`src/core/rcs_pkg.sv`:
```
package rcs_pkg;

  localparam int RCS_NOUT  = 8;
  localparam int RCS_NPIN  = 4;
  localparam int RCS_NLANE = 7;
  localparam int RCS_NPLL  = 2;
  localparam int RCS_NTG   = 2;

  // Register index map (word per index)
  localparam logic [4:0] OFS_CFG      = 5'h00; // 8 words
  localparam logic [4:0] OFS_PLL_CFG  = 5'h08; // 2 words
  localparam logic [4:0] OFS_TG_CFG   = 5'h0A; // 2 words
  localparam logic [4:0] OFS_LANE_SQ  = 5'h0C;
  localparam logic [4:0] OFS_PLL_OUT  = 5'h0D;
  localparam logic [4:0] OFS_CU_CTRL  = 5'h0E; // 2 words
  localparam logic [4:0] OFS_STATUS   = 5'h10;

  // Status field positions
  localparam int STS_LOS_LSB  = 0;
  localparam int STS_LOCK_LSB = 8;
  localparam int STS_SQ_LSB   = 16;
  localparam int STS_ACT_LSB  = 24;

  // Source codes
  localparam logic [4:0] SRC_CU0       = 5'h00;
  localparam logic [4:0] SRC_LANE_BASE = 5'h04;
  localparam logic [4:0] SRC_SIX_BASE  = 5'h09;
  localparam logic [4:0] SRC_PLL0      = 5'h0C;
  localparam logic [4:0] SRC_TG0       = 5'h0D;
  localparam logic [4:0] SRC_PLL1      = 5'h15;

  localparam logic [2:0] DIV_CODE_125 = 3'h6;
  localparam logic [5:0] TG_SKIP_CNT  = 6'h20; // drop 1 edge in 33

  localparam logic [1:0] PLLO_OFF    = 2'h0;
  localparam logic [1:0] PLLO_DIRECT = 2'h1;
  localparam logic [1:0] PLLO_HALF   = 2'h2;

  typedef struct packed {
    logic [4:0] src;
    logic [2:0] div;
    logic       ena;
  } rcs_cfg_t;

  typedef struct packed {
    logic path_sel;
    logic freq_sel;
    logic src_sel;
    logic ena;
  } rcs_cu_t;

  typedef struct packed {
    logic [1:0] pll;
    logic [1:0] tg;
    logic [6:0] lane;
    logic [1:0] cu;
  } rcs_clk_t;

  localparam rcs_cfg_t CFG_RST = '0;

  // Divider code to ratio; zero marks an unusable code
  function automatic logic [4:0] rcs_ratio(input logic [2:0] code);
    case (code)
      3'h0:    rcs_ratio = 5'h02;
      3'h1:    rcs_ratio = 5'h04;
      3'h2:    rcs_ratio = 5'h05;
      3'h3:    rcs_ratio = 5'h08;
      3'h4:    rcs_ratio = 5'h10;
      3'h5:    rcs_ratio = 5'h19;
      3'h6:    rcs_ratio = 5'h01;
      default: rcs_ratio = 5'h00;
    endcase
  endfunction

endpackage

```
`src/core/rcs_selector.sv`:
```
`timescale 1ns/1ps
module rcs_selector
  import rcs_pkg::*;
(
  input  wire logic        mclk,
  input  wire logic        rst_n,
  input  wire logic [4:0]  reg_addr,
  input  wire logic [31:0] reg_wdata,
  input  wire logic        reg_wr,
  input  wire logic        reg_rd,
  output logic      [31:0] reg_rdata,
  input  wire logic [1:0]  cu_clk,
  input  wire logic [6:0]  lane_clk,
  input  wire logic [6:0]  lane_los,
  input  wire logic [1:0]  tenge_clk,
  input  wire logic [1:0]  pll_clk,
  input  wire logic [1:0]  pll_lock,
  output logic      [3:0]  line_clock_pin,
  output logic      [3:0]  line_clock_pin_en,
  output logic      [3:0]  dpll_ref_clk,
  output logic             first_pll_diff_output,
  output logic             second_pll_diff_output
);

  ////////////////////////////////////////////////////////////////////////////
  // Register file
  rcs_cfg_t    cfg_ff     [RCS_NOUT];
  rcs_cfg_t    nxt_cfg    [RCS_NOUT];
  logic [1:0]  pllsq_ff,  nxt_pllsq;
  logic [1:0]  tgdiv_ff,  nxt_tgdiv;
  logic [6:0]  lanesq_ff, nxt_lanesq;
  logic [3:0]  pllout_ff, nxt_pllout;
  rcs_cu_t     cu_ff      [2];
  rcs_cu_t     nxt_cu     [2];
  logic [31:0] rdata_ff,  nxt_rdata;
  logic [31:0] status;
  logic [7:0]  sq_vec;
  logic [7:0]  act_vec;

  always_comb begin
    for (int i = 0; i < RCS_NOUT; i++) begin
      nxt_cfg[i] = cfg_ff[i];
    end
    nxt_pllsq  = pllsq_ff;
    nxt_tgdiv  = tgdiv_ff;
    nxt_lanesq = lanesq_ff;
    nxt_pllout = pllout_ff;
    nxt_cu[0]  = cu_ff[0];
    nxt_cu[1]  = cu_ff[1];
    nxt_rdata  = '0;
    status     = '0;
    status[STS_LOS_LSB +: 7]  = lane_los;
    status[STS_LOCK_LSB +: 2] = pll_lock;
    status[STS_SQ_LSB +: 8]   = sq_vec;
    status[STS_ACT_LSB +: 8]  = act_vec;
    if (reg_wr) begin
      if (reg_addr < OFS_PLL_CFG) begin
        nxt_cfg[reg_addr[2:0]] = rcs_cfg_t'(reg_wdata[8:0]);
      end
      case (reg_addr)
        OFS_PLL_CFG:     nxt_pllsq[0] = reg_wdata[0];
        OFS_PLL_CFG + 1: nxt_pllsq[1] = reg_wdata[0];
        OFS_TG_CFG:      nxt_tgdiv[0] = reg_wdata[0];
        OFS_TG_CFG + 1:  nxt_tgdiv[1] = reg_wdata[0];
        OFS_LANE_SQ:     nxt_lanesq   = reg_wdata[6:0];
        OFS_PLL_OUT:     nxt_pllout   = reg_wdata[3:0];
        OFS_CU_CTRL:     nxt_cu[0]    = rcs_cu_t'(reg_wdata[3:0]);
        OFS_CU_CTRL + 1: nxt_cu[1]    = rcs_cu_t'(reg_wdata[3:0]);
        default: ;
      endcase
    end
    if (reg_rd) begin
      if (reg_addr < OFS_PLL_CFG) begin
        nxt_rdata = {23'h000000, cfg_ff[reg_addr[2:0]]};
      end else begin
        case (reg_addr)
          OFS_PLL_CFG:     nxt_rdata = {31'h00000000, pllsq_ff[0]};
          OFS_PLL_CFG + 1: nxt_rdata = {31'h00000000, pllsq_ff[1]};
          OFS_TG_CFG:      nxt_rdata = {31'h00000000, tgdiv_ff[0]};
          OFS_TG_CFG + 1:  nxt_rdata = {31'h00000000, tgdiv_ff[1]};
          OFS_LANE_SQ:     nxt_rdata = {25'h0000000, lanesq_ff};
          OFS_PLL_OUT:     nxt_rdata = {28'h0000000, pllout_ff};
          OFS_CU_CTRL:     nxt_rdata = {28'h0000000, cu_ff[0]};
          OFS_CU_CTRL + 1: nxt_rdata = {28'h0000000, cu_ff[1]};
          OFS_STATUS:      nxt_rdata = status;
          default:         nxt_rdata = '0;
        endcase
      end
    end
  end

  always_ff @(posedge mclk) begin
    if (!rst_n) begin
      for (int i = 0; i < RCS_NOUT; i++) begin
        cfg_ff[i] <= CFG_RST;
      end
      pllsq_ff  <= '0;
      tgdiv_ff  <= '0;
      lanesq_ff <= '0;
      pllout_ff <= '0;
      cu_ff[0]  <= '0;
      cu_ff[1]  <= '0;
      rdata_ff  <= '0;
    end else begin
      cfg_ff    <= nxt_cfg;
      pllsq_ff  <= nxt_pllsq;
      tgdiv_ff  <= nxt_tgdiv;
      lanesq_ff <= nxt_lanesq;
      pllout_ff <= nxt_pllout;
      cu_ff     <= nxt_cu;
      rdata_ff  <= nxt_rdata;
    end
  end

  ////////////////////////////////////////////////////////////////////////////
  // Source sampling, 10G stretch and source vectors
  rcs_clk_t    smp_ff, prv_ff;
  logic [5:0]  tgcnt_ff [RCS_NTG];
  logic [5:0]  nxt_tgcnt [RCS_NTG];
  logic [1:0]  tgskip_ff, nxt_tgskip;
  logic [31:0] src_lvl, src_rise, src_sq;
  rcs_clk_t    rise;
  logic        cu_ok;

  always_comb begin
    rise       = smp_ff & ~prv_ff;
    src_lvl    = '0;
    src_rise   = '0;
    src_sq     = '0;
    nxt_tgskip = tgskip_ff;
    cu_ok      = 1'b0;
    for (int t = 0; t < RCS_NTG; t++) begin
      nxt_tgcnt[t] = tgcnt_ff[t];
      if (rise.tg[t]) begin
        nxt_tgcnt[t]  = (tgcnt_ff[t] == TG_SKIP_CNT) ? '0 : tgcnt_ff[t] + 6'h01;
        nxt_tgskip[t] = tgdiv_ff[t] && (tgcnt_ff[t] == TG_SKIP_CNT);
      end
      src_lvl[SRC_TG0 + t]  = smp_ff.tg[t] && !tgskip_ff[t] && !nxt_tgskip[t];
      src_rise[SRC_TG0 + t] = rise.tg[t] && !nxt_tgskip[t];
    end
    for (int d = 0; d < 2; d++) begin
      cu_ok = cu_ff[d].ena && (cu_ff[d].src_sel == d[0])
              && cu_ff[d].freq_sel && cu_ff[d].path_sel;
      src_lvl[SRC_CU0 + d]  = smp_ff.cu[d] && cu_ok;
      src_rise[SRC_CU0 + d] = rise.cu[d] && cu_ok;
    end
    for (int k = 0; k < RCS_NLANE; k++) begin
      src_lvl[SRC_LANE_BASE + k]  = smp_ff.lane[k];
      src_rise[SRC_LANE_BASE + k] = rise.lane[k];
      // Squelch bits 4:0 gig lanes, 6:5 six-gig lanes
      src_sq[SRC_LANE_BASE + k]   = lanesq_ff[k] && lane_los[k];
    end
    src_sq[SRC_SIX_BASE +: 2] = lanesq_ff[6:5] & lane_los[6:5];
    src_lvl[SRC_PLL0]  = smp_ff.pll[0];
    src_rise[SRC_PLL0] = rise.pll[0];
    src_sq[SRC_PLL0]   = pllsq_ff[0] && !pll_lock[0];
    src_lvl[SRC_PLL1]  = smp_ff.pll[1];
    src_rise[SRC_PLL1] = rise.pll[1];
    src_sq[SRC_PLL1]   = pllsq_ff[1] && !pll_lock[1];
  end

  always_ff @(posedge mclk) begin
    if (!rst_n) begin
      smp_ff      <= '0;
      prv_ff      <= '0;
      tgcnt_ff[0] <= '0;
      tgcnt_ff[1] <= '0;
      tgskip_ff   <= '0;
    end else begin
      smp_ff    <= '{pll: pll_clk, tg: tenge_clk, lane: lane_clk, cu: cu_clk};
      prv_ff    <= smp_ff;
      tgcnt_ff  <= nxt_tgcnt;
      tgskip_ff <= nxt_tgskip;
    end
  end

  ////////////////////////////////////////////////////////////////////////////
  // Output dividers with safe config hand-over
  rcs_cfg_t   act_ff  [RCS_NOUT];
  rcs_cfg_t   nxt_act [RCS_NOUT];
  logic [4:0] cnt_ff  [RCS_NOUT];
  logic [4:0] nxt_cnt [RCS_NOUT];
  logic [7:0] out_ff, nxt_out;
  logic [7:0] legal;
  logic [4:0] ratio   [RCS_NOUT];
  logic [4:0] nratio  [RCS_NOUT];
  logic [7:0] wrap;

  always_comb begin
    for (int i = 0; i < RCS_NOUT; i++) begin
      ratio[i]  = rcs_ratio(act_ff[i].div);
      nratio[i] = rcs_ratio(cfg_ff[i].div);
      // 125 MHz code refused on pin outputs
      legal[i]  = act_ff[i].ena && (ratio[i] != 5'h00)
                  && !(i < RCS_NPIN && act_ff[i].div == DIV_CODE_125);
      sq_vec[i] = legal[i] && src_sq[act_ff[i].src];
      act_vec[i] = legal[i];
      wrap[i]   = src_rise[act_ff[i].src] && (cnt_ff[i] == ratio[i] - 5'h01);
      nxt_act[i] = act_ff[i];
      nxt_cnt[i] = cnt_ff[i];
      nxt_out[i] = out_ff[i];
      if (!legal[i]) begin
        nxt_cnt[i] = '0;
        nxt_out[i] = 1'b0;
      end else if (sq_vec[i]) begin
        nxt_out[i] = out_ff[i];
      end else if (ratio[i] == 5'h01) begin
        // High only from a source edge, so a late hand-over gives no runt
        nxt_out[i] = out_ff[i] ? src_lvl[act_ff[i].src]
                               : src_rise[act_ff[i].src];
      end else if (src_rise[act_ff[i].src]) begin
        nxt_cnt[i] = wrap[i] ? 5'h00 : cnt_ff[i] + 5'h01;
        nxt_out[i] = nxt_cnt[i] < (ratio[i] >> 1);
      end
      // New settings only while low at a period boundary, idle or squelched
      if (cfg_ff[i] != act_ff[i] && (sq_vec[i] || (!out_ff[i] &&
          (!legal[i] || ratio[i] == 5'h01 || wrap[i])))) begin
        nxt_act[i] = cfg_ff[i];
        nxt_out[i] = 1'b0;
        nxt_cnt[i] = (nratio[i] == 5'h00) ? 5'h00 : nratio[i] - 5'h01;
      end
    end
  end

  always_ff @(posedge mclk) begin
    if (!rst_n) begin
      for (int i = 0; i < RCS_NOUT; i++) begin
        act_ff[i] <= CFG_RST;
        cnt_ff[i] <= '0;
      end
      out_ff <= '0;
    end else begin
      act_ff <= nxt_act;
      cnt_ff <= nxt_cnt;
      out_ff <= nxt_out;
    end
  end

  ////////////////////////////////////////////////////////////////////////////
  // PLL differential outputs
  logic [1:0] pdo_ff, nxt_pdo;

  always_comb begin
    for (int p = 0; p < RCS_NPLL; p++) begin
      case (pllout_ff[2*p +: 2])
        PLLO_DIRECT: nxt_pdo[p] = smp_ff.pll[p];
        PLLO_HALF:   nxt_pdo[p] = rise.pll[p] ? !pdo_ff[p] : pdo_ff[p];
        PLLO_OFF:    nxt_pdo[p] = 1'b0;
        default:     nxt_pdo[p] = 1'b0;
      endcase
    end
  end

  always_ff @(posedge mclk) begin
    if (!rst_n) begin
      pdo_ff <= '0;
    end else begin
      pdo_ff <= nxt_pdo;
    end
  end

  ////////////////////////////////////////////////////////////////////////////
  // Outputs: low half to pins, high half internal
  logic [3:0] pin_en_ff;

  always_ff @(posedge mclk) begin
    if (!rst_n) begin
      pin_en_ff <= '0;
    end else begin
      pin_en_ff <= legal[3:0];
    end
  end

  assign reg_rdata              = rdata_ff;
  assign line_clock_pin         = out_ff[3:0];
  assign line_clock_pin_en      = pin_en_ff;
  assign dpll_ref_clk           = out_ff[7:4];
  assign first_pll_diff_output  = pdo_ff[0];
  assign second_pll_diff_output = pdo_ff[1];

endmodule

```
`config.mk`:
```
export PLATFORM = sky130hd
export DESIGN_NAME = rcs_selector
export DESIGN_NICKNAME = d
export VERILOG_FILES = /design/src/core/rcs_pkg.sv /design/src/core/rcs_selector.sv
export SDC_FILE = /design/constraint.sdc
export NUM_CORES = 1
export LEC_CHECK = 0
export ABC_AREA = 0
export BUFFER_PORTS_ARGS = -buffer_cell sky130_fd_sc_hd__buf_2
export CAP_MARGIN = 20
export CORE_MARGIN = 2
export CORE_UTILIZATION = 55
export DETAILED_ROUTE_END_ITERATION = 10
export HOLD_SLACK_MARGIN = 0.1
export PLACE_DENSITY = 0.73
export SYNTH_ARGS = -nofsm -noshare
export SYNTH_HDL_FRONTEND = slang
export SYNTH_SLANG_ARGS = --single-unit
```
`constraint.sdc`:
```
create_clock -name mclk -period 7.2 [get_ports mclk]
set_clock_uncertainty 0.05 [all_clocks]
set_input_delay 1.44 -clock mclk [delete_from_list [all_inputs] [get_ports mclk]]
set_output_delay 1.44 -clock mclk [all_outputs]
set_load 0.02 [all_outputs]
```
==> run summary, run 1 <==
Status -> complete, no violations
Final Util -> 0.5940
Critical path arrival -> 4990 ps
Crit path kind -> reg -> reg
Final ANT Viol Nets -> 0
Cell Area, Placed -> 20,590 sq um
Peak VDD IR -> 242.5 uV
Pwr dens -> 167.9 nW/um^2
Nets@finish -> 2,567
Post-Route WL -> 66.13 mm
Hpwl dp -> 47.76 mm
Tot GR Track Use -> 0.3386
TritonCTS buffer count -> 34
Global-route wire length before repair -> 102.0 mm
Clk pwr share -> 0.476
Vias -> 19,250
Initial Utilization -> 0.5573
Yosys cell types -> 107
Share of cells above drive strength 1 -> 0.1046
H-tree depth -> 2
Placeable Area -> 36,520 sq um
Max frequency -> 219.6 MHz
Leak Pwr -> 8.512 nW
Setup Viol. Count Final -> 0
Vias in the first global route -> 17,860
Clk sinks -> 287
Final setup TNS -> 0 ps
Setup Fix Bufs, Post-CTS -> 0
Vias per cell -> 6.582
Area Growth Syn to Fin -> 6.590%
Routed WL per cell -> 22.61 um
IO Count -> 109
Drt first pass iters -> 7
Clk_lat worst skew -> 560 ps
Initial antenna violation count -> 1
Clk slew on worst S/H paths -> 60 ps
Worst-path maximum fanout -> 11
Post-Syn Area -> 20,350 sq um
Pin count of the biggest net entering global routing -> 116
Syn_area_per_cell -> 8.135 sq um
Fin. Hold Viols -> 0
Pins Over Slew Limit -> 0
DRC violations left -> 0
Design area -> 21,700 sq um
Die Y -> 196.4 um
Cts hold-fix bufs -> 0
CP Launch Type -> register
CTS tree -> done
Asr flop ratio synth -> 0
Top_reg_cell synth -> dfxtp_1
Maximum buffer depth of the clock tree -> 3
Fin crit period -> 4555 ps
Combinational fraction of design power -> 0.073
Gpl congestion -> 1.040
Post-Syn Instances -> 2,502
Initial detailed-routing violation count -> 2,054
Worst-margin pin slew -> 1055 ps
RSZ-0062 raised after global routing -> false
Area leader, netlist -> dfxtp_1
Port bufs -> 79
Sequential share of power -> 0.451
Int Power -> 2.713 mW
Root Buffer -> clkbuf_16
N_diodes -> 0
Max Cap Viol -> 0
Ys Warns -> 0
Switching portion of total power -> 0.2551
Synthesized flop and latch total -> 287
Crit path capture type -> register
Gr ovfl total -> 0
HP Class -> reg -> reg
Post-synth EDFFs -> 0
Largest cells by area after synthesis -> dfxtp_1, mux2i_1, nor2_1
DIE AREA -> 38,560 sq um
Max transition margin -> 0.2968
Sequential share of the synthesized area -> 0.2823
Fillcell total -> 3,223
CP required -> 7640 ps
Post-synth top area share -> 0.2823
Hold_ws -> 398.6 ps
# rows -> 70
Tcrit/Tclk final -> 0.6326
Overall die width -> 196.4 um
Switch Pwr -> 0.9289 mW
CTS resizes -> 0
per-layer routing:
layer	global-route usage	share of wire	vias to the layer above
li1	-	-	8871
met4	0.1641	0.051	2
met1	0.4526	0.41	9191
met3	0.08265	0.11	229
met5	0	0.00017	-
met2	0.5127	0.43	960
cell usage after synthesis (21+ instances only):
library cell    n
dfxtp_1       287
nor2_1        266
nand2_1       189
mux2i_1       166
a21oi_1       157
clkbuf_1      126
nand3_1        94
xnor2_1        90
o21ai_0        86
inv_1          73
nor2b_1        73
ha_1           70
xor2_1         61
nand2b_1       48
and2_1         43
nor3_1         43
buf_2          40
mux4_2         34
a31oi_1        27
o211ai_1       27
nand3b_1       26
buf_1          23
a211oi_1       22
nand4_1        22
or3_1          22
o22ai_1        21
final timing paths:
kind / end / start / depth (start not counted) / slack, ps
worst min-delay path: tgskip_ff[1]$_SDFF_PN0_ / tgskip_ff[1]$_SDFF_PN0_ / 2 / 400
worst max register to register: out_ff[2]$_SDFFE_PP0P_ / act_ff[47]$_SDFFE_PN0N_ / 14 / 2650
worst max-delay path: out_ff[2]$_SDFFE_PP0P_ / act_ff[47]$_SDFFE_PN0N_ / 14 / 2650
worst min register to register: tgskip_ff[1]$_SDFF_PN0_ / tgskip_ff[1]$_SDFF_PN0_ / 2 / 400
power by group through the flow:
| stage | clock, mW | combinational [mW] | sequential (mW) |
|---|---|---|---|
| finish | 1.73 | 0.267 | 1.64 |
| global route | 1.82 | 0.283 | 1.64 |
| CTS | 1.75 | 0.259 | 1.64 |
| detailed placement | 0 | 0.258 | 1.67 |
| global placement | 0 | 0.253 | 1.67 |
| floorplan | 0 | 0.198 | 1.65 |
cell type report:
type	count	area [sq um]	share of cell area
clock buffer	46	957.2	0.04412
clock inverter	13	141.4	0.006517
inverter	73	279.0	0.01286
multi-input combinational	1940	13450	0.6199
sequential	287	5746	0.2648
tap	468	585.6	0.02699
timing repair buffer	98	538.0	0.02480
kinds of logic (layout without fill, tap and decap cells):
family | after synthesis | count (layout) | synth area share
AND/OR/NAND/NOR | 939 | 939 | 0.2340
AO/OA/AOI/OAI | 566 | 566 | 0.1936
flip-flops | 287 | 287 | 0.2823
buffers and inverters | 280 | 230 | 0.05821
multiplexers | 208 | 208 | 0.1237
XOR/XNOR | 151 | 151 | 0.06497
adder cells (fa/ha/maj) | 70 | 70 | 0.04303
other | 1 | 6 | 0.0001842
flip-flops by register name (all words and copies together), names as in the netlist, 12 cells and up:
register,flops
smp_ff,13
act_ff,72
tgcnt_ff,12
cnt_ff,40
reg_rdata,26
prv_ff,13
cfg_ff,72
critical path: stages, from the launching register on:
cell and delay [ps]:
dfxtp_1 590, nor2b_1 170, a21oi_1 240, ha_1 310, or4b_1 460, o211ai_1 130, xor2_1 90, nor4_1 420
nor3b_4 540, nor2_1 130, ha_1 330, a21oi_1 130, nand2_1 50, a2111oi_0 560, o221a_2 270
placed cells by master (no fill, tap or decap), types with 72 or more instances in the layout:
| cell | n |
|---|---|
| inv_1 | 72 |
| nand3_1 | 94 |
| dfxtp_1 | 287 |
| mux2i_1 | 166 |
| nor2b_1 | 73 |
| nor2_1 | 266 |
| nand2_1 | 189 |
| a21oi_1 | 157 |
| o21ai_0 | 86 |
| xnor2_1 | 90 |
| buf_2 | 79 |
per-stage QoR:
step | setup slack, ps | total power, mW | std cells
floorplan | 3505 | 1.848 | 2507
global placement | 2837 | 1.926 | 2865
detailed placement | 2744 | 1.932 | 2865
CTS | 2775 | 3.650 | 2924
global route | 2401 | 3.745 | 2925
finish | 2645 | 3.642 | 2925
(Power assumes the default switching activity.)
==> run 2, diff against run 1 <==
--- a/config.mk
+++ b/config.mk
@@ -12,7 +12,7 @@
 export CORE_UTILIZATION = 55
 export DETAILED_ROUTE_END_ITERATION = 10
 export HOLD_SLACK_MARGIN = 0.1
-export PLACE_DENSITY = 0.73
+export PLACE_DENSITY = 0.76
 export SYNTH_ARGS = -nofsm -noshare
 export SYNTH_HDL_FRONTEND = slang
 export SYNTH_SLANG_ARGS = --single-unit
==> constraint.sdc (replaced) <==
create_clock -name mclk -period 3.97 [get_ports mclk]
set_clock_uncertainty 0.05 [all_clocks]
set_input_delay 0.794 -clock mclk [delete_from_list [all_inputs] [get_ports mclk]]
set_output_delay 0.794 -clock mclk [all_outputs]
set_load 0.02 [all_outputs]
==> run summary, run 2 (synthesis gave the netlist of run 1 again) <==
Status -> complete, no violations
Root Buffer -> clkbuf_16
Largest regs -> act_ff (72), cfg_ff (72), cnt_ff (40)
Slowest cell on crit path -> or4b_2
CP required -> 4400 ps
Leak Pwr -> 8.944 nW
Clk_lat worst skew -> 560 ps
Port bufs -> 79
Final std cells w/o fill -> 3,009
Levels on crit path -> 15
Initial Utilization -> 0.5573
Worst Hold Depth -> 2
Vias per cell -> 6.568
Reg-to-reg startpoint -> act_ff[30]$_SDFFE_PN0N_
Max transition margin -> 0.4303
Placeable Area -> 36,520 sq um
Nets@finish -> 2,646
Gpl congestion -> 1.080
TritonCTS buffer count -> 36
Max frequency -> 265.6 MHz
Max Cap Viol -> 0
CP bufs+invs -> 0
Worst-margin pin slew -> 841.2 ps
# placed instances -> 2,942
DRC violations left -> 0
Worst reg2reg path endpoint -> out_ff[4]$_SDFFE_PP0P_
Clk slew on worst S/H paths -> 60 ps
Share of cells above drive strength 1 -> 0.1380
Setup slack, reg-to-reg -> 210 ps
IO Count -> 109
Crit. Startpoint -> act_ff[30]$_SDFFE_PN0N_
Crit path capture type -> register
Tcrit/Tclk final -> 0.9483
Drt first pass iters -> 6
Worst-path cell chain -> nor2b_1 -> a21oi_2 -> ha_1 -> or4b_2 -> o211ai_1 -> xor2_1 -> or4_4 -> a21oi_4 -> nor2b_1 -> ha_1 -> o211ai_1 -> nor2_1 -> a211oi_1 -> a31oi_1 -> a31oi_1
Pin count of the biggest net entering global routing -> 95
Final ANT Viol Nets -> 0
H-tree depth -> 2
Peak VDD IR -> 348.6 uV
HP Class -> in -> reg
Die Y -> 196.4 um
Most common cell after layout, fill and taps aside -> dfxtp_1
Routed WL per cell -> 22.66 um
Fin crit period -> 3765 ps
Pins Over Slew Limit -> 0
Pwr dens -> 304.3 nW/um^2
Hold Path Sink -> smp_ff[3]$_SDFF_PN0_
Global-route wire length before repair -> 104.6 mm
Initial detailed-routing violation count -> 2,425
Overall die width -> 196.4 um
# rows -> 70
Cts hold-fix bufs -> 0
Maximum buffer depth of the clock tree -> 3
RSZ-0062 raised after global routing -> false
Setup Viol. Count Final -> 0
Gr ovfl total -> 0
Clk sinks -> 287
Fin. Hold Viols -> 0
Total power -> 6.821 mW
Hold Path Origin -> lane_clk[1]
DIE AREA -> 38,560 sq um
Delay-heaviest family, CP -> simple AND/OR/NAND/NOR gates
Initial antenna violation count -> 3
CTS tree -> done
Tot GR Track Use -> 0.3480
Worst-path maximum fanout -> 8
CP Launch Type -> register
Vias in the first global route -> 18,390
CP max stage delay -> 630 ps
Post-Route WL -> 68.20 mm
Commonest cells after routing, fill and taps aside -> dfxtp_1, nor2_1, nand2_1, mux2i_1, a21oi_1
Area Growth Syn to Fin -> 10.12%
Hpwl dp -> 49.66 mm
Crit path kind -> reg -> reg
Reg2reg path depth -> 15
Vias -> 19,760
Critical path arrival -> 4200 ps
[run 2: worst max path at each step]
stage                                         to  slack (ps)
final                     out_ff[4]$_SDFFE_PP0P_         210
after global routing      out_ff[7]$_SDFFE_PP0P_        0.06
after CTS                 out_ff[2]$_SDFFE_PP0P_          30
after detailed placement  out_ff[4]$_SDFFE_PP0P_         -20
after global placement    out_ff[4]$_SDFFE_PP0P_         130
after floorplan           out_ff[4]$_SDFFE_PP0P_         280
[run 2: what timing repair did]
item / CTS / global route
gates resized for setup: 1 / 17
setup endpoints to repair: 1 / 6
buffers inserted: 0 / 1
[run 2: metal layers]
layer | global-route usage | routed length [um] | vias up
met1 | 0.4547 | 26450 | 9316
met2 | 0.5277 | 29100 | 1153
met4 | 0.1928 | 4045 | 0
li1 | - | - | 9024
met5 | 0 | 0 | -
met3 | 0.08556 | 8605 | 269
[run 2: cell type report]
cell class / count / area (sq um)
clock buffers: 48 / 1017
multi-input cells: 1940 / 13490
flip-flops and latches: 287 / 5758
repair buffers: 175 / 1116
well taps: 468 / 585.6
inverters: 73 / 279.0
fillers: 3082 / 14110
clock inverters: 14 / 161.4
diodes: 4 / 10.01
[run 2: power breakdown]
part           leakage (nW)  switching (mW)  internal, mW  total (mW)
combinational          6.04           0.341         0.196       0.537
clock                 0.578            1.33          2.00        3.32
sequential             2.32          0.0522          2.91        2.96
[run 2: metrics by stage]
step / area, sq um / utilization / setup TNS [ps] / hold WS [ps] / setup slack (ps)
final: 22420 / 0.6137 / 0 / 395.5 / 205.3
after global routing: 22410 / 0.6136 / 0 / 411.0 / 0.05862
after CTS: 22350 / 0.6120 / 0 / 382.3 / 34.33
after detailed placement: 21170 / 0.5796 / -19.36 / 416.2 / -19.36
after global placement: 21170 / 0.5796 / 0 / 386.7 / 129.2
after floorplan: 20370 / - / 0 / 373.1 / 275.5
